### src/verilog/ppc_pkg.sv
package ppc_pkg;

   // -------------------------------------------------------------
   // Register indexes (byte address is four times the index)
   // -------------------------------------------------------------
   localparam int         IDX_W           = 9;
   localparam logic [8:0] IDX_P1_DATA     = 9'h005;
   localparam logic [8:0] IDX_P2_DATA     = 9'h006;
   localparam logic [8:0] IDX_P2_DATA_ALT = 9'h106;
   localparam logic [8:0] IDX_INTCTL      = 9'h00b;
   localparam logic [8:0] IDX_OPTION      = 9'h081;
   localparam logic [8:0] IDX_OPTION_ALT  = 9'h181;
   localparam logic [8:0] IDX_P1_DIR      = 9'h085;
   localparam logic [8:0] IDX_P2_DIR      = 9'h086;
   localparam logic [8:0] IDX_P2_DIR_ALT  = 9'h186;
   localparam logic [8:0] IDX_ANALOG_PIN_SELECT       = 9'h091;
   localparam logic [8:0] IDX_WPU         = 9'h095;
   localparam logic [8:0] IDX_IOC         = 9'h096;
   localparam logic [8:0] IDX_CMCON       = 9'h09c;
   localparam logic [8:0] IDX_LCD_CONTROL      = 9'h107;
   localparam logic [8:0] IDX_LCD_SEGMENT_ENABLE_LOW      = 9'h11c;
   localparam logic [8:0] IDX_LCD_SEGMENT_ENABLE_HIGH      = 9'h11d;

   // -------------------------------------------------------------
   // Reset values
   // -------------------------------------------------------------
   localparam logic [7:0] RST_PORT   = 8'h00;
   localparam logic [7:0] RST_DIR    = 8'hff;
   localparam logic [7:0] RST_OPTION = 8'hff;
   localparam logic [7:0] RST_ANALOG_PIN_SELECT  = 8'hff;
   localparam logic [7:0] RST_CMCON  = 8'h00;
   localparam logic [7:0] RST_LCD_CONTROL = 8'h13;
   localparam logic [7:0] RST_LCDSE  = 8'h00;
   localparam logic [7:0] RST_WPU    = 8'hff;
   localparam logic [7:0] RST_IOC    = 8'h00;
   localparam logic [7:0] RST_INTCTL = 8'h00;

   // -------------------------------------------------------------
   // Field positions and masks
   // -------------------------------------------------------------
   localparam int         OPT_PU_DIS    = 7;
   localparam int         OPT_EDGE_RISE = 6;
   localparam int         INT_CHG_FLAG  = 0;
   localparam int         INT_EDGE_FLAG = 1;
   localparam int         INT_CHG_EN    = 3;
   localparam int         INT_EDGE_EN   = 4;
   localparam logic [7:0] INTCTL_WMASK  = 8'h1b;
   localparam int         LCD_EN_BIT    = 7;
   localparam int         LCD_WERR_BIT  = 5;
   localparam logic [7:0] CMCON_WMASK   = 8'h3f;
   localparam logic [7:0] IOC_MASK      = 8'hf0;
   localparam int         PROG_DATA_PIN = 7;
   localparam int         PROG_CLK_PIN  = 6;
   localparam int         EXT_IRQ_PIN   = 0;
   localparam int         SYNC_STAGES   = 2;

   // -------------------------------------------------------------
   // Carriers
   // -------------------------------------------------------------
   typedef struct packed {
      logic [7:0] out;
      logic [7:0] oe;
   } ppc_drive_s;

   typedef struct packed {
      logic [7:0] p1_latch;
      logic [7:0] p1_dir;
      logic [7:0] option;
      logic [7:0] analog_pin_select;
      logic [7:0] cmcon;
      logic [7:0] lcd_control;
      logic [7:0] p2_latch;
      logic [7:0] p2_dir;
      logic [7:0] wpu;
      logic [7:0] ioc;
      logic [7:0] intctl;
      logic       pin0_prev;
      logic [7:0] prdata;
      logic       pslverr;
   } ppc_state_s;

   typedef struct packed {
      logic [7:0] se0;
      logic [7:0] se1;
   } ppc_lcdse_s;

endpackage : ppc_pkg

### src/verilog/ppc_port_ctrl.sv
`timescale 1ns/1ps
`default_nettype none
// Summary of operation
// - Per-pin weak pull-up from enable field
// - Pull-up off while pin is output
// - Global disable bit set after power-on
// - Change detect only on pins 7..4
// - Change enables cleared by reset
// - Compare pins with last-read latch
// - OR of mismatches sets change flag
// - Enabled flag raises wake request
// - Port read or write refreshes latch
// - Mismatch keeps re-setting the flag
// - Latch survives master clear, brown-out
// - Change during read may be missed
// - Pins 7, 6 carry programming data/clock
// - Pin 0 doubles as edge interrupt
// - LCD unit drives its routed pins
// - Segment enables reset by power/brown-out
// - Unimplemented locations read as zero
// - Direction one tristates, zero drives latch
// - Read gives pins, write sets latch
// - Pull-ups obey the global disable
module ppc_port_ctrl
   import ppc_pkg::*;
#(
   parameter int PADDR_W = 12
) (
   input  wire logic               pclk,
   input  wire logic               presetn,
   input  wire logic               por_n,
   input  wire logic               bor_n,
   input  wire logic               psel,
   input  wire logic               penable,
   input  wire logic               pwrite,
   input  wire logic [PADDR_W-1:0] paddr,
   input  wire logic [31:0]        pwdata,
   input  wire logic [3:0]         pstrb,
   output var  logic [31:0]        prdata,
   output var  logic               pready,
   output var  logic               pslverr,
   input  wire logic [7:0]         p1_pin_in,
   output var  logic [7:0]         p1_pin_out,
   output var  logic [7:0]         p1_pin_oe,
   input  wire logic [7:0]         p2_pin_in,
   output var  logic [7:0]         p2_pin_out,
   output var  logic [7:0]         p2_pin_oe,
   output var  logic [7:0]         p2_pullup_on,
   input  wire logic [7:0]         lcd_seg_level,
   input  wire logic [7:0]         lcd_seg_drive,
   input  wire logic               lcd_write_err,
   input  wire logic [1:0]         cmp_out,
   input  wire logic               prog_mode,
   input  wire logic               prog_data_out,
   input  wire logic               prog_data_oe,
   output var  logic               prog_data_in,
   output var  logic               prog_clk_in,
   output var  logic               ext_edge_pulse,
   output var  logic               port_change_flag,
   output var  logic               wake_req,
   output var  logic [7:0]         option_cfg,
   output var  logic [7:0]         analog_sel,
   output var  logic [7:0]         cmp_cfg,
   output var  logic [7:0]         lcd_cfg,
   output var  logic [15:0]        lcd_seg_enable
);

   // ----------------------------------------------------------
   // Parameter check
   // ----------------------------------------------------------
   if (PADDR_W < IDX_W + 2) begin : g_bad_addr
      $error("PADDR_W too narrow for the register map");
   end

   // ----------------------------------------------------------
   // Reset domains
   // ----------------------------------------------------------
   // Combined async resets; all sources are clean reset nets
   logic rst_all_n;
   logic rst_pwr_n;

   assign rst_all_n = presetn & por_n & bor_n;
   assign rst_pwr_n = por_n & bor_n;

   // ----------------------------------------------------------
   // State
   // ----------------------------------------------------------
   ppc_state_s state_reg;
   ppc_state_s state_next;
   ppc_lcdse_s lcdse_reg;
   ppc_lcdse_s lcdse_next;

   // ----------------------------------------------------------
   // Pin synchronisers
   // ----------------------------------------------------------
   logic [7:0] p1_sync;
   logic [7:0] p2_sync;

   ppc_sync #(
      .W (8)
   ) u_sync_p1 (
      .clk   (pclk),
      .rst_n (rst_all_n),
      .d     (p1_pin_in),
      .q     (p1_sync)
   );

   ppc_sync #(
      .W (8)
   ) u_sync_p2 (
      .clk   (pclk),
      .rst_n (rst_all_n),
      .d     (p2_pin_in),
      .q     (p2_sync)
   );

   // ----------------------------------------------------------
   // Bus decode
   // ----------------------------------------------------------
   logic [IDX_W-1:0] idx;
   logic             setup;
   logic             access;
   logic             wr;
   logic             lane0;
   logic [7:0]       wdata;
   logic             mapped;
   logic [7:0]       rd_val;
   logic             p2_touch;
   logic             mismatch;
   logic             edge_evt;

   assign idx    = paddr[IDX_W+1:2];
   assign setup  = psel && !penable;
   assign access = psel && penable;
   assign wr     = access && pwrite && lane0 && !state_reg.pslverr;
   assign lane0  = pstrb[0];
   assign wdata  = pwdata[7:0];

   // First-port analog inputs read as zero
   logic [7:0] p1_read;
   assign p1_read = p1_sync & ~{2'b00, state_reg.analog_pin_select[4], 1'b0,
                                state_reg.analog_pin_select[3:0]};

   always_comb begin
      mapped = 1'b1;
      rd_val = 8'h00;
      unique case (idx)
         IDX_P1_DATA:     rd_val = p1_read;
         IDX_P2_DATA,
         IDX_P2_DATA_ALT: rd_val = p2_sync;
         IDX_INTCTL:      rd_val = state_reg.intctl;
         IDX_OPTION,
         IDX_OPTION_ALT:  rd_val = state_reg.option;
         IDX_P1_DIR:      rd_val = state_reg.p1_dir;
         IDX_P2_DIR,
         IDX_P2_DIR_ALT:  rd_val = state_reg.p2_dir;
         IDX_ANALOG_PIN_SELECT:       rd_val = state_reg.analog_pin_select;
         IDX_WPU:         rd_val = state_reg.wpu;
         IDX_IOC:         rd_val = state_reg.ioc & IOC_MASK;
         IDX_CMCON:       rd_val = {cmp_out, state_reg.cmcon[5:0]};
         IDX_LCD_CONTROL:      rd_val = state_reg.lcd_control;
         IDX_LCD_SEGMENT_ENABLE_LOW:      rd_val = lcdse_reg.se0;
         IDX_LCD_SEGMENT_ENABLE_HIGH:      rd_val = lcdse_reg.se1;
         default: begin
            mapped = 1'b0;
            rd_val = 8'h00;
         end
      endcase
      if (paddr[1:0] != 2'b00) begin
         mapped = 1'b0;
      end
   end

   // Any access phase to the second port data word counts unless it is refused with pslverr
   assign p2_touch = access && !state_reg.pslverr &&
                     ((idx == IDX_P2_DATA) || (idx == IDX_P2_DATA_ALT));

   // ----------------------------------------------------------
   // Change detection
   // ----------------------------------------------------------
   ppc_change_det u_chg (
      .clk      (pclk),
      .por_n    (por_n),
      .refresh  (p2_touch),
      .pins     (p2_sync),
      .enable   (state_reg.ioc),
      .mismatch (mismatch)
   );

   // Edge on pin 0, polarity from the option register
   assign edge_evt = state_reg.option[OPT_EDGE_RISE] ?
                     (p2_sync[EXT_IRQ_PIN] && !state_reg.pin0_prev) :
                     (!p2_sync[EXT_IRQ_PIN] && state_reg.pin0_prev);

   // ----------------------------------------------------------
   // Next state
   // ----------------------------------------------------------
   always_comb begin
      state_next = state_reg;
      lcdse_next = lcdse_reg;
      state_next.pin0_prev = p2_sync[EXT_IRQ_PIN];
      if (setup) begin
         state_next.prdata  = mapped ? rd_val : 8'h00;
         state_next.pslverr = !mapped;
      end
      if (wr) begin
         unique case (idx)
            IDX_P1_DATA:     state_next.p1_latch = wdata;
            IDX_P2_DATA,
            IDX_P2_DATA_ALT: state_next.p2_latch = wdata;
            IDX_INTCTL:      state_next.intctl = wdata & INTCTL_WMASK;
            IDX_OPTION,
            IDX_OPTION_ALT:  state_next.option = wdata;
            IDX_P1_DIR:      state_next.p1_dir = wdata;
            IDX_P2_DIR,
            IDX_P2_DIR_ALT:  state_next.p2_dir = wdata;
            IDX_ANALOG_PIN_SELECT:       state_next.analog_pin_select = wdata;
            IDX_WPU:         state_next.wpu = wdata;
            IDX_IOC:         state_next.ioc = wdata & IOC_MASK;
            IDX_CMCON:       state_next.cmcon = wdata & CMCON_WMASK;
            IDX_LCD_CONTROL:      state_next.lcd_control = wdata;
            IDX_LCD_SEGMENT_ENABLE_LOW:      lcdse_next.se0 = wdata;
            IDX_LCD_SEGMENT_ENABLE_HIGH:      lcdse_next.se1 = wdata;
            default:         state_next.intctl = state_reg.intctl;
         endcase
      end
      // Hardware set wins over a software clear in the same cycle
      if (mismatch) begin
         state_next.intctl[INT_CHG_FLAG] = 1'b1;
      end
      if (edge_evt) begin
         state_next.intctl[INT_EDGE_FLAG] = 1'b1;
      end
      state_next.lcd_control[LCD_WERR_BIT] = lcd_write_err;
   end

   // ----------------------------------------------------------
   // Registers
   // ----------------------------------------------------------
   always_ff @(posedge pclk or negedge rst_all_n) begin
      if (!rst_all_n) begin
         state_reg          <= '0;
         state_reg.p1_latch <= RST_PORT;
         state_reg.p1_dir   <= RST_DIR;
         state_reg.option   <= RST_OPTION;
         state_reg.analog_pin_select    <= RST_ANALOG_PIN_SELECT;
         state_reg.cmcon    <= RST_CMCON;
         state_reg.lcd_control   <= RST_LCD_CONTROL;
         state_reg.p2_latch <= RST_PORT;
         state_reg.p2_dir   <= RST_DIR;
         state_reg.wpu      <= RST_WPU;
         state_reg.ioc      <= RST_IOC;
         state_reg.intctl   <= RST_INTCTL;
      end else begin
         state_reg <= state_next;
      end
   end

   // Segment enables ignore master clear
   always_ff @(posedge pclk or negedge rst_pwr_n) begin
      if (!rst_pwr_n) begin
         lcdse_reg.se0 <= RST_LCDSE;
         lcdse_reg.se1 <= RST_LCDSE;
      end else begin
         lcdse_reg <= lcdse_next;
      end
   end

   // ----------------------------------------------------------
   // Pin drive
   // ----------------------------------------------------------
   ppc_drive_s p2_drv;
   logic       lcd_on;

   assign lcd_on = state_reg.lcd_control[LCD_EN_BIT];

   for (genvar i = 0; i < 8; i++) begin : g_pin
      logic lcd_pin;
      logic prog_pin;

      assign lcd_pin  = lcd_on && lcdse_reg.se0[i];
      assign prog_pin = prog_mode &&
                        ((i == PROG_DATA_PIN) || (i == PROG_CLK_PIN));

      always_comb begin
         if (prog_pin) begin
            p2_drv.out[i] = (i == PROG_DATA_PIN) ? prog_data_out : 1'b0;
            p2_drv.oe[i]  = (i == PROG_DATA_PIN) ? prog_data_oe : 1'b0;
         end else if (lcd_pin) begin
            p2_drv.out[i] = lcd_seg_level[i];
            p2_drv.oe[i]  = lcd_seg_drive[i];
         end else begin
            p2_drv.out[i] = state_reg.p2_latch[i];
            p2_drv.oe[i]  = !state_reg.p2_dir[i];
         end
      end

      // Pull-up only on a GPIO input with global permission
      assign p2_pullup_on[i] = state_reg.wpu[i] &&
                               !state_reg.option[OPT_PU_DIS] &&
                               state_reg.p2_dir[i] &&
                               !lcd_pin && !prog_pin;

      assign p1_pin_out[i] = state_reg.p1_latch[i];
      assign p1_pin_oe[i]  = !state_reg.p1_dir[i];
   end

   assign p2_pin_out = p2_drv.out;
   assign p2_pin_oe  = p2_drv.oe;

   // ----------------------------------------------------------
   // Outputs
   // ----------------------------------------------------------
   assign prdata         = {24'h0000_00, state_reg.prdata};
   assign pready         = 1'b1;
   assign pslverr        = access && state_reg.pslverr;
   assign prog_data_in   = p2_sync[PROG_DATA_PIN];
   assign prog_clk_in    = p2_sync[PROG_CLK_PIN];
   assign ext_edge_pulse = edge_evt;
   assign port_change_flag = state_reg.intctl[INT_CHG_FLAG];
   // Level request so a sleeping core sees it without a clock edge
   assign wake_req = (state_reg.intctl[INT_CHG_FLAG] &&
                      state_reg.intctl[INT_CHG_EN]) ||
                     (state_reg.intctl[INT_EDGE_FLAG] &&
                      state_reg.intctl[INT_EDGE_EN]);
   assign option_cfg     = state_reg.option;
   assign analog_sel     = state_reg.analog_pin_select;
   assign cmp_cfg        = state_reg.cmcon;
   assign lcd_cfg        = state_reg.lcd_control;
   assign lcd_seg_enable = {lcdse_reg.se1, lcdse_reg.se0};

endmodule : ppc_port_ctrl
`default_nettype wire

### src/verilog/ppc_sync.sv
`timescale 1ns/1ps
`default_nettype none
module ppc_sync
   import ppc_pkg::*;
#(
   parameter int W = 8
) (
   input  wire logic         clk,
   input  wire logic         rst_n,
   input  wire logic [W-1:0] d,
   output var  logic [W-1:0] q
);

   // First stage feeds the second only
   logic [W-1:0] meta_reg;

   always_ff @(posedge clk or negedge rst_n) begin
      if (!rst_n) begin
         meta_reg <= '0;
         q        <= '0;
      end else begin
         meta_reg <= d;
         q        <= meta_reg;
      end
   end

endmodule : ppc_sync
`default_nettype wire

### src/verilog/ppc_change_det.sv
`timescale 1ns/1ps
`default_nettype none
module ppc_change_det
   import ppc_pkg::*;
(
   input  wire logic       clk,
   input  wire logic       por_n,
   input  wire logic       refresh,
   input  wire logic [7:0] pins,
   input  wire logic [7:0] enable,
   output var  logic       mismatch
);

   // Only power-on clears it; master clear and brown-out leave it
   logic [7:0] last_reg;
   logic [7:0] last_next;

   always_comb begin
      last_next = last_reg;
      if (refresh) begin
         last_next = pins & IOC_MASK;
      end
   end

   always_ff @(posedge clk or negedge por_n) begin
      if (!por_n) begin
         last_reg <= RST_PORT;
      end else begin
         last_reg <= last_next;
      end
   end

   // Refresh wins this cycle; a pin moving now is latched and never flagged
   assign mismatch = !refresh &&
                     (|((pins ^ last_reg) & enable & IOC_MASK));

endmodule : ppc_change_det
`default_nettype wire

### config.mk
export PLATFORM = sky130hd
export DESIGN_NAME = ppc_port_ctrl
export DESIGN_NICKNAME = d
export VERILOG_FILES = /design/src/verilog/ppc_pkg.sv /design/src/verilog/ppc_port_ctrl.sv /design/src/verilog/ppc_sync.sv /design/src/verilog/ppc_change_det.sv
export SDC_FILE = /design/constraint.sdc
export NUM_CORES = 1
export LEC_CHECK = 0
export BUFFER_PORTS_ARGS = -buffer_cell sky130_fd_sc_hd__buf_2
export CAP_MARGIN = 30
export CORE_UTILIZATION = 40
export CTS_CLUSTER_DIAMETER = 60
export DETAILED_ROUTE_END_ITERATION = 10
export PLACE_DENSITY = 0.71
export SYNTH_ARGS = -nofsm -noshare
export SYNTH_HDL_FRONTEND = slang
export SYNTH_SLANG_ARGS = --single-unit
### constraint.sdc
create_clock -name pclk -period 5.25 [get_ports pclk]
set_clock_uncertainty 0.1 [all_clocks]
set_input_delay 0 -clock pclk [delete_from_list [all_inputs] [get_ports pclk]]
set_output_delay 0 -clock pclk [all_outputs]
set_load 0.05 [all_outputs]
==> results of run 1 <==
[power by group]
| group | internal (mW) | switching (mW) | leakage [nW] |
|---|---|---|---|
| clock | 0.632 | 0.512 | 0.265 |
| sequential | 1.09 | 0.00681 | 1.73 |
| combinational | 0.0555 | 0.145 | 2.19 |
[metal layers]
layer / vias up / part of all wire
li1: 2450 / -
met4: 0 / 0.029
met5: - / 0
met2: 261 / 0.47
met1: 2832 / 0.42
met3: 43 / 0.075
[how the worst min path moves through the flow]
stage / slack [ns] / cells past startpoint / endpoint
finish: 0.05 / 4 / prdata[3]
global route: 0.06 / 4 / prdata[3]
CTS: 0.03 / 4 / prdata[3]
floorplan: -0.40 / 0 / u_chg.last_reg[4]
global placement: -0.28 / 1 / u_chg.last_reg[6]
detailed placement: -0.27 / 1 / u_chg.last_reg[6]
[metrics by stage]
step	cell area [um2]	total power, mW	std cells
2_1_floorplan	7430	1.25	657
3_3_place_gp	7830	1.30	943
3_5_place_dp	7860	1.30	944
4_1_cts	8730	2.46	1006
5_1_grt	8730	2.53	1006
6_report	8730	2.44	1006
[cells in the final DEF, fill, tap and decap left out, types with 4 or more instances in the layout]
cell type and count:
a21oi_1 17, a221oi_1 5, a22o_1 10, a22oi_1 7
a32oi_1 11, and2_1 7, and3_1 12, buf_2 164
clkbuf_16 17, clkinvlp_4 4, conb_1 27, dfrtp_1 97
dfstp_2 43, dlygate4sd3_1 29, inv_1 17, inv_6 7
mux2_1 9, mux2_2 97, mux2i_1 4, nand2_1 36
nand3_1 17, nand3b_1 7, nor2_1 23, nor3_1 6
o21ai_0 11, xor2_1 4
[logic make-up after synthesis]
| kind of cell | share of synthesized area |
|---|---|
| other | 0.00102 |
| flip-flops | 0.485 |
| AND/OR/NAND/NOR | 0.140 |
| XOR/XNOR | 0.00478 |
| buffers and inverters | 0.108 |
| multiplexers | 0.168 |
| AO/OA/AOI/OAI | 0.0924 |
[tightest hold or removal path: cells and delay by family]
kind	cells	cell delay (ns)
AND/OR/NAND/NOR	1	0.13
AO/OA/AOI/OAI	2	0.21
buffers and inverters	1	0.18
[final cells by class]
cell class | count | share of cell area
repair buffers | 198 | 0.135
clock inverters | 14 | 0.0136
multi-input cells | 390 | 0.353
inverters | 17 | 0.00731
clock buffers | 18 | 0.0503
well taps | 229 | 0.0328
flip-flops and latches | 140 | 0.407
==> impl_metrics.csv, run 1 <==
group,metric,value,unit
setup_path,critPathLaunch,"paddr[9]",
setup_path,critPathLaunchType,"primary input",
floorplan,start_util,0.408,
setup_path,ff2ff_setup_slack,2.87,ns
finish,final_nets,857,
sta,tns,0,ns
clock_tree,htreeDepth,4,
global_route,track_usage,0.249,
status,status,"finished clean",
setup_path,critPathBufInv,1,
finish,fin_util,0.486,
finish,drive_above_1_share,0.467,
floorplan,die_h,137,um
global_route,use_met3,0.0592,
drt,via_per_inst,5.55,
drt,drt_iter0_markers,527,
sta,max_freq,419,MHz
logic_synthesis,synth_commonest_cells,"97 x dfrtp_1, 97 x mux2_2, 77 x buf_4",
logic_synthesis,yosysWarningCount,0,
setup_path,slowest_stage,"nor4b_2",
hold_path,min_path_type,"primary input to register",
setup_path,cp.depth,5,
floorplan,die_x,137,um
setup_path,r2r-end,"state_reg[40]",
clock_tree,clkSinkCount,140,
setup_path,cp-end-kind,"register",
sta,rsz0062_at_grt,"false",
clock_tree,max-clock-path-buffers,2,
setup_path,cp_top_family,"simple AND/OR/NAND/NOR gates",
clock_tree,clk_latency,0.42,ns
sta,fin_crit,2.39,ns
setup_path,reg2reg_from,"state_reg[0]",
logic_synthesis,ys.flop_type,"dfrtp_1",
logic_synthesis,syn_area,7340,um2
clock_tree,root_buffer,"clkbuf_16",
floorplan,io_pins,220,
logic_synthesis,synth_area_leaders,"dfrtp_1 33%, dfstp_2 15%, mux2_2 15%, buf_4 7.9%, nand2_1 1.8%",
logic_synthesis,avgSynthCellArea,11.6,um2
sta,hold_viol,0,
drt,wl_per_cell,22.3,um
drt,final_antenna_net_count,0,
global_route,grt_pass1_vias,5442,
clock_tree,cts_resized,0,
floorplan,core_area,18000,um2
setup_path,crit_chain,"buf_2 > nor4b_2 > and2_1 > and3_1 > mux2_2",
global_route,use_met1,0.327,
pwr,p_leak,4.19,nW
floorplan,die-area,18900,um2
global_route,grt_util_met2,0.394,
finish,ff_latch_area,3560,um2
placed_design,place_congestion,0.955,
drt,firstDrtPassIters,5,
floorplan,fp-row-count,49,
drt,drt-total-wl,22.4,mm
finish,multi_input_area,3080,um2
logic_synthesis,ys_seq_area_frac,0.485,
logic_synthesis,synth_top_cell_by_area,"dfrtp_1",
setup_path,timing_worst_setup_path_type,"primary input to register",
finish,diodes,0,
finish,largest_reg_flops,41,
logic_synthesis,synth_edf_count,0,
sta,setup_slack,2.86,ns
pwr,ir_worst_vdd,0.000224,V
clock_tree,hold_buffers,30,
clock_tree,cts_made_buffers,17,
global_route,gr-max-usage-layer,"met2",
placed_design,portBuffers,164,
placed_design,pre_cts_slack,2.45,ns
sta,slew-limit-headroom,0.448,
logic_synthesis,synthCells,632,
logic_synthesis,synthDominantCellAreaShare,0.331,
clock_tree,clk_pin_slew,0.06,ns
drt,drcViolationCount,0,
pwr,p_per_area,280,nW/um2
logic_synthesis,ys_seq_elements,140,
hold_path,holdCritStartpoint,"paddr[7]",
setup_path,rr_worst_depth,4,
sta,setup_viol,0,
clock_tree,cts_setup_buffers,0,
setup_path,critical_path_required,5.50,ns
setup_path,worstPathMaxFanout,20,
clock_tree,cts_tree,"done",
setup_path,arrival,2.64,ns
sta,hold_ws,0.0468,ns
run,max-cap-violations,0,
global_route,grt_first_pass_wirelength,33.5,mm
logic_synthesis,async_reset_ff_frac,1.00,
finish,area_growth_syn_to_layout,19.0,%
logic_synthesis,synthDistinctLibCells,76,
sta,timing.final.crit_share,0.454,
global_route,grt_max_degree,47,
finish,fillCellCount,1602,
drt,vias,5586,
global_route,antenna_found_initial,0,
sta,worstMarginPinSlew,0.828,ns
sta,final_max_slew_viol_count,0,
global_route,overflow,0,
placed_design,place_hpwl,16.1,mm
setup_path,crit_path_end,"analog_sel[3]",
setup_path,slowest_delay,0.72,ns
(Power assumes the default switching activity.)
==> run 2, diff against run 1 <==
- PLACE_DENSITY: 0.71 -> 0.73
- clock period: 5.25 -> 2.09 ns (I/O delays scaled with it)
==> impl_metrics.csv, run 2 (synthesized netlist as in run 1, its figures left out) <==
group,metric,value,unit
sta,tns,0,ns
global_route,track_usage,0.259,
sta,worstMarginPinSlew,0.793,ns
clock_tree,cts_tree,"done",
setup_path,critPathLaunch,"state_reg[0]",
finish,area_growth_syn_to_layout,25.3,%
hold_path,worstHoldPathCells,4,
floorplan,die_h,137,um
drt,drcViolationCount,0,
floorplan,start_util,0.408,
finish,final_common_cell,"buf_2",
global_route,grt_first_pass_wirelength,34.7,mm
clock_tree,htreeDepth,4,
drt,drt_iter0_markers,440,
placed_design,pre_cts_slack,0.0192,ns
setup_path,critPathLaunchType,"register",
clock_tree,cts_setup_buffers,0,
setup_path,cp-end-kind,"register",
setup_path,reg2reg_from,"state_reg[0]",
finish,final_nets,903,
setup_path,arrival,2.15,ns
finish,diodes,0,
clock_tree,clk_latency,0.43,ns
global_route,grt_pass1_vias,5699,
sta,timing.final.crit_share,0.927,
setup_path,worstPathMaxFanout,12,
sta,fin_crit,1.94,ns
drt,via_per_inst,5.46,
finish,final_cell_mix,"164 x buf_2, 97 x mux2_2, 96 x dfrtp_1",
placed_design,place_hpwl,17.2,mm
floorplan,io_pins,220,
setup_path,r2r-end,"cmp_cfg[5]",
setup_path,rr_worst_depth,5,
drt,final_antenna_net_count,0,
sta,max_freq,516,MHz
setup_path,crit_path_end,"cmp_cfg[5]",
pwr,ir_worst_vdd,0.000564,V
hold_path,min_path_type,"primary input to register",
floorplan,fp-row-count,49,
placed_design,portBuffers,164,
clock_tree,root_buffer,"clkbuf_16",
sta,rsz0062_at_grt,"false",
global_route,overflow,0,
global_route,grt_max_degree,75,
sta,slew-limit-headroom,0.472,
floorplan,core_area,18000,um2
pwr,p_leak,4.45,nW
global_route,antenna_found_initial,0,
finish,fillCellCount,1581,
sta,setup_slack,0.153,ns
drt,wl_per_cell,21.9,um
setup_path,critical_path_required,2.31,ns
clock_tree,cts_made_buffers,17,
setup_path,ff2ff_setup_slack,0.15,ns
floorplan,die_x,137,um
sta,hold_viol,0,
drt,drt-total-wl,23.1,mm
sta,hold_ws,0.0303,ns
clock_tree,clkSinkCount,140,
status,status,"finished clean",
finish,multi_input_area,3090,um2
sta,final_max_slew_viol_count,0,
sta,setup_viol,0,
floorplan,die-area,18900,um2
clock_tree,clk_pin_slew,0.06,ns
run,max-cap-violations,0,
finish,drive_above_1_share,0.496,
placed_design,place_congestion,0.930,
setup_path,timing_worst_setup_path_type,"register to register",
pwr,p_per_area,705,nW/um2
clock_tree,max-clock-path-buffers,2,
drt,firstDrtPassIters,5,
drt,vias,5743,
finish,largest_reg_flops,41,
finish,ff_latch_area,3560,um2
[run 2: cell types whose count changed in the layout (fill, tap and decap cells not counted), moves of 2 or more]
| cell | previous run | this run |
|---|---|---|
| bufinv_16 | 0 | 3 |
| buf_4 | 3 | 42 |
| clkinv_4 | 0 | 2 |
| dlygate4sd3_1 | 29 | 32 |
| inv_6 | 7 | 1 |
| buf_12 | 1 | 6 |
[run 2: layer usage]
layer | track usage | share of wire | routed length (um) | up-vias
met5 | 0 | 0 | 0 | -
met4 | 0.107 | 0.035 | 803 | 0
met3 | 0.0662 | 0.075 | 1740 | 48
met2 | 0.397 | 0.46 | 10600 | 291
met1 | 0.346 | 0.43 | 9950 | 2859
li1 | - | - | - | 2545
[run 2: final cells by class]
type / instances / area share
sequential: 140 / 0.387
multi-input combinational: 390 / 0.336
timing repair buffer: 244 / 0.171
clock buffer: 20 / 0.0497
tap: 229 / 0.0312
clock inverter: 12 / 0.0177
inverter: 17 / 0.00694
[run 2: report_power, final]
| part | total (mW) | switching [mW] | internal, mW | leakage, nW |
|---|---|---|---|---|
| registers | 2.77 | 0.0184 | 2.75 | 1.73 |
| clock network | 3.18 | 1.23 | 1.95 | 0.291 |
| logic | 0.533 | 0.370 | 0.164 | 2.43 |
[run 2: stage by stage]
step,cell area [um2],util,power [mW],cells
4_1_cts,9190,0.512,6.52,1052
6_report,9190,0.512,6.48,1052
2_1_floorplan,7440,-,3.15,657
3_3_place_gp,8250,0.459,3.30,988
5_1_grt,9190,0.512,6.67,1052
3_5_place_dp,8250,0.459,3.30,988
[run 2: worst max-delay path, cell delays in order (launching register included)]
cell	delay, ns
dfrtp_1	0.38
and3b_1	0.23
and3_2	0.37
nand2_4	0.12
nor2_4	0.25
mux2_2	0.37
[run 2: how the worst min path moves through the flow]
| stage | start | to | slack (ns) |
|---|---|---|---|
| floorplan | por_n | u_chg.last_reg[4] | -0.40 |
| global placement | por_n | u_chg.last_reg[5] | -0.27 |
| detailed placement | por_n | u_chg.last_reg[5] | -0.26 |
| CTS | paddr[8] | prdata[3] | 0.01 |
| global route | paddr[7] | prdata[3] | 0.03 |
| finish | paddr[7] | prdata[3] | 0.03 |
[run 2: timing repair]
action                                  in CTS  in global routing
hold buffers                                32                  0
gates resized for setup                      1                  1
pin swaps                                    0                  0
endpoints found under the hold margin      209                  0
endpoints found under the setup margin       1                 64
==> run 3, diff against run 2 <==
- CORE_MARGIN: unset -> 10
==> impl_metrics.csv, run 3 (synthesized netlist as in run 1, its figures left out) <==
group,metric,value,unit
clock_tree,root_buffer,"clkbuf_16",
floorplan,io_pins,220,
hold_path,worstHoldPathCells,5,
global_route,antenna_found_initial,0,
floorplan,die_x,155,um
drt,wl_per_cell,23.3,um
sta,rsz0062_at_grt,"false",
clock_tree,clk_latency,0.43,ns
finish,drive_above_1_share,0.501,
global_route,grt_pass1_vias,5896,
finish,final_nets,911,
finish,largest_reg_flops,41,
drt,drcViolationCount,0,
floorplan,start_util,0.407,
drt,firstDrtPassIters,5,
clock_tree,max-clock-path-buffers,2,
clock_tree,clk_pin_slew,0.07,ns
run,max-cap-violations,0,
floorplan,core_area,18000,um2
pwr,p_per_area,717,nW/um2
finish,diodes,0,
placed_design,place_hpwl,18.8,mm
sta,max_freq,507,MHz
clock_tree,clkSinkCount,140,
setup_path,worstPathMaxFanout,12,
setup_path,crit_chain,"and3b_1 > and3_1 > buf_12 > and3_1 > buf_4 > mux2_2",
clock_tree,cts_setup_buffers,0,
status,status,"finished clean",
drt,via_per_inst,5.42,
setup_path,timing_worst_setup_path_type,"register to register",
floorplan,fp-row-count,49,
drt,drt_iter0_markers,539,
clock_tree,cts_tree,"done",
finish,final_common_cell,"buf_2",
setup_path,critPathLaunchType,"register",
finish,fin_util,0.517,
global_route,grt_max_degree,42,
finish,final_cell_mix,"164 x buf_2, 97 x mux2_2, 96 x dfrtp_1",
setup_path,path_common_cell,"and3_1",
pwr,ir_worst_vdd,0.000588,V
pwr,p_sw,1.59,mW
setup_path,reg2reg_from,"state_reg[0]",
placed_design,portBuffers,164,
setup_path,slowest_stage,"dfrtp_1",
hold_path,holdCritStartpoint,"paddr[0]",
placed_design,place_congestion,0.984,
global_route,track_usage,0.202,
global_route,overflow,0,
setup_path,ff2ff_setup_slack,0.12,ns
hold_path,min_path_type,"primary input to register",
pwr,p_leak,4.52,nW
drt,final_antenna_net_count,0,
drt,drt-total-wl,24.7,mm
hold_path,whs_endpoint,"prdata[6]",
sta,worstMarginPinSlew,0.908,ns
setup_path,r2r-end,"analog_sel[0]",
clock_tree,cts_made_buffers,17,
global_route,gr-max-usage-layer,"met2",
finish,fillCellCount,1622,
setup_path,rr_worst_depth,6,
sta,tns,0,ns
pwr,internal-power,5.08,mW
setup_path,cp-end-kind,"register",
sta,hold_viol,0,
clock_tree,htreeDepth,4,
global_route,use_met3,0.0637,
global_route,use_met1,0.255,
global_route,grt_util_met2,0.319,
sta,fin_crit,1.97,ns
placed_design,pre_cts_slack,0.108,ns
setup_path,critical_path_required,2.34,ns
setup_path,cp_top_family,"simple AND/OR/NAND/NOR gates",
pwr,power_frac_seq,0.414,
floorplan,die-area,24200,um2
floorplan,die_h,155,um
sta,setup_slack,0.117,ns
global_route,grt_first_pass_wirelength,37.0,mm
sta,slew-limit-headroom,0.395,
sta,timing.final.crit_share,0.944,
finish,area_growth_syn_to_layout,26.9,%
setup_path,arrival,2.22,ns
drt,vias,5745,
setup_path,slowest_delay,0.38,ns
pwr,p_clk_frac,0.503,
setup_path,critPathBufInv,2,
pwr,comb_power_share,0.083,
sta,setup_viol,0,
pwr,swShare,0.238,
sta,final_max_slew_viol_count,0,
run 3: cell count changes in the layout (fill, tap and decap cells not counted):
cell           delta
buf_4             +7
buf_12            +2
bufinv_16         +2
inv_6             +2
and3_1            +1
and3_2            -1
clkbuf_8          -1
clkinv_4          -1
clkinvlp_4        -1
dlygate4sd3_1     -1
inv_8             -1
run 3: metal layers:
layer,share of wire,up-vias
li1,-,2548
met1,0.42,2901
met2,0.47,252
met3,0.080,44
met4,0.028,0
met5,0,-
run 3: how the worst max path moves through the flow:
stage / from / endpoint / cells past startpoint
floorplan: option_cfg[6] / state_reg[11] / 3
global placement: paddr[8] / lcd_seg_enable[15] / 7
detailed placement: paddr[8] / lcd_seg_enable[8] / 7
CTS: state_reg[0] / analog_sel[0] / 6
global route: state_reg[0] / analog_sel[0] / 6
finish: state_reg[0] / analog_sel[0] / 6
run 3: power groups by stage:
stage	Sequential, mW	Clock, mW	Combinational, mW
3_3_place_gp	2.81	0	0.495
4_1_cts	2.77	3.40	0.550
5_1_grt	2.77	3.53	0.587
2_1_floorplan	2.81	0	0.337
6_report	2.77	3.36	0.554
3_5_place_dp	2.81	0	0.499
run 3: metrics by stage:
| stage | cells | area, um2 | power (mW) | hold WS (ns) |
|---|---|---|---|---|
| after floorplan | 657 | 7440 | 3.15 | -0.396 |
| after global placement | 996 | 8320 | 3.31 | -0.273 |
| after detailed placement | 996 | 8320 | 3.31 | -0.274 |
| after CTS | 1060 | 9310 | 6.71 | 0.0436 |
| after global routing | 1060 | 9310 | 6.89 | 0.0680 |
| final | 1060 | 9310 | 6.68 | 0.0537 |
run 3: repair_timing:
action                                  CTS  global route
hold endpoints to repair                206             0
gates resized for setup                   1             0
endpoints found under the setup margin    1             0
hold buffers                             32             0
run 3: cell type report:
| cell class | count | area [um2] | area share |
|---|---|---|---|
| tap | 229 | 287 | 0.0308 |
| sequential | 140 | 3560 | 0.382 |
| multi-input combinational | 390 | 3090 | 0.332 |
| clock inverter | 13 | 213 | 0.0228 |
| inverter | 17 | 63.8 | 0.00685 |
| timing repair buffer | 252 | 1660 | 0.178 |
| clock buffer | 19 | 443 | 0.0476 |
run 3: tightest hold or removal path, stage by stage:
cell     delay (ns)
buf_2          0.07
or2_2          0.13
nor2_1         0.07
o31ai_2        0.20
a32oi_1        0.08
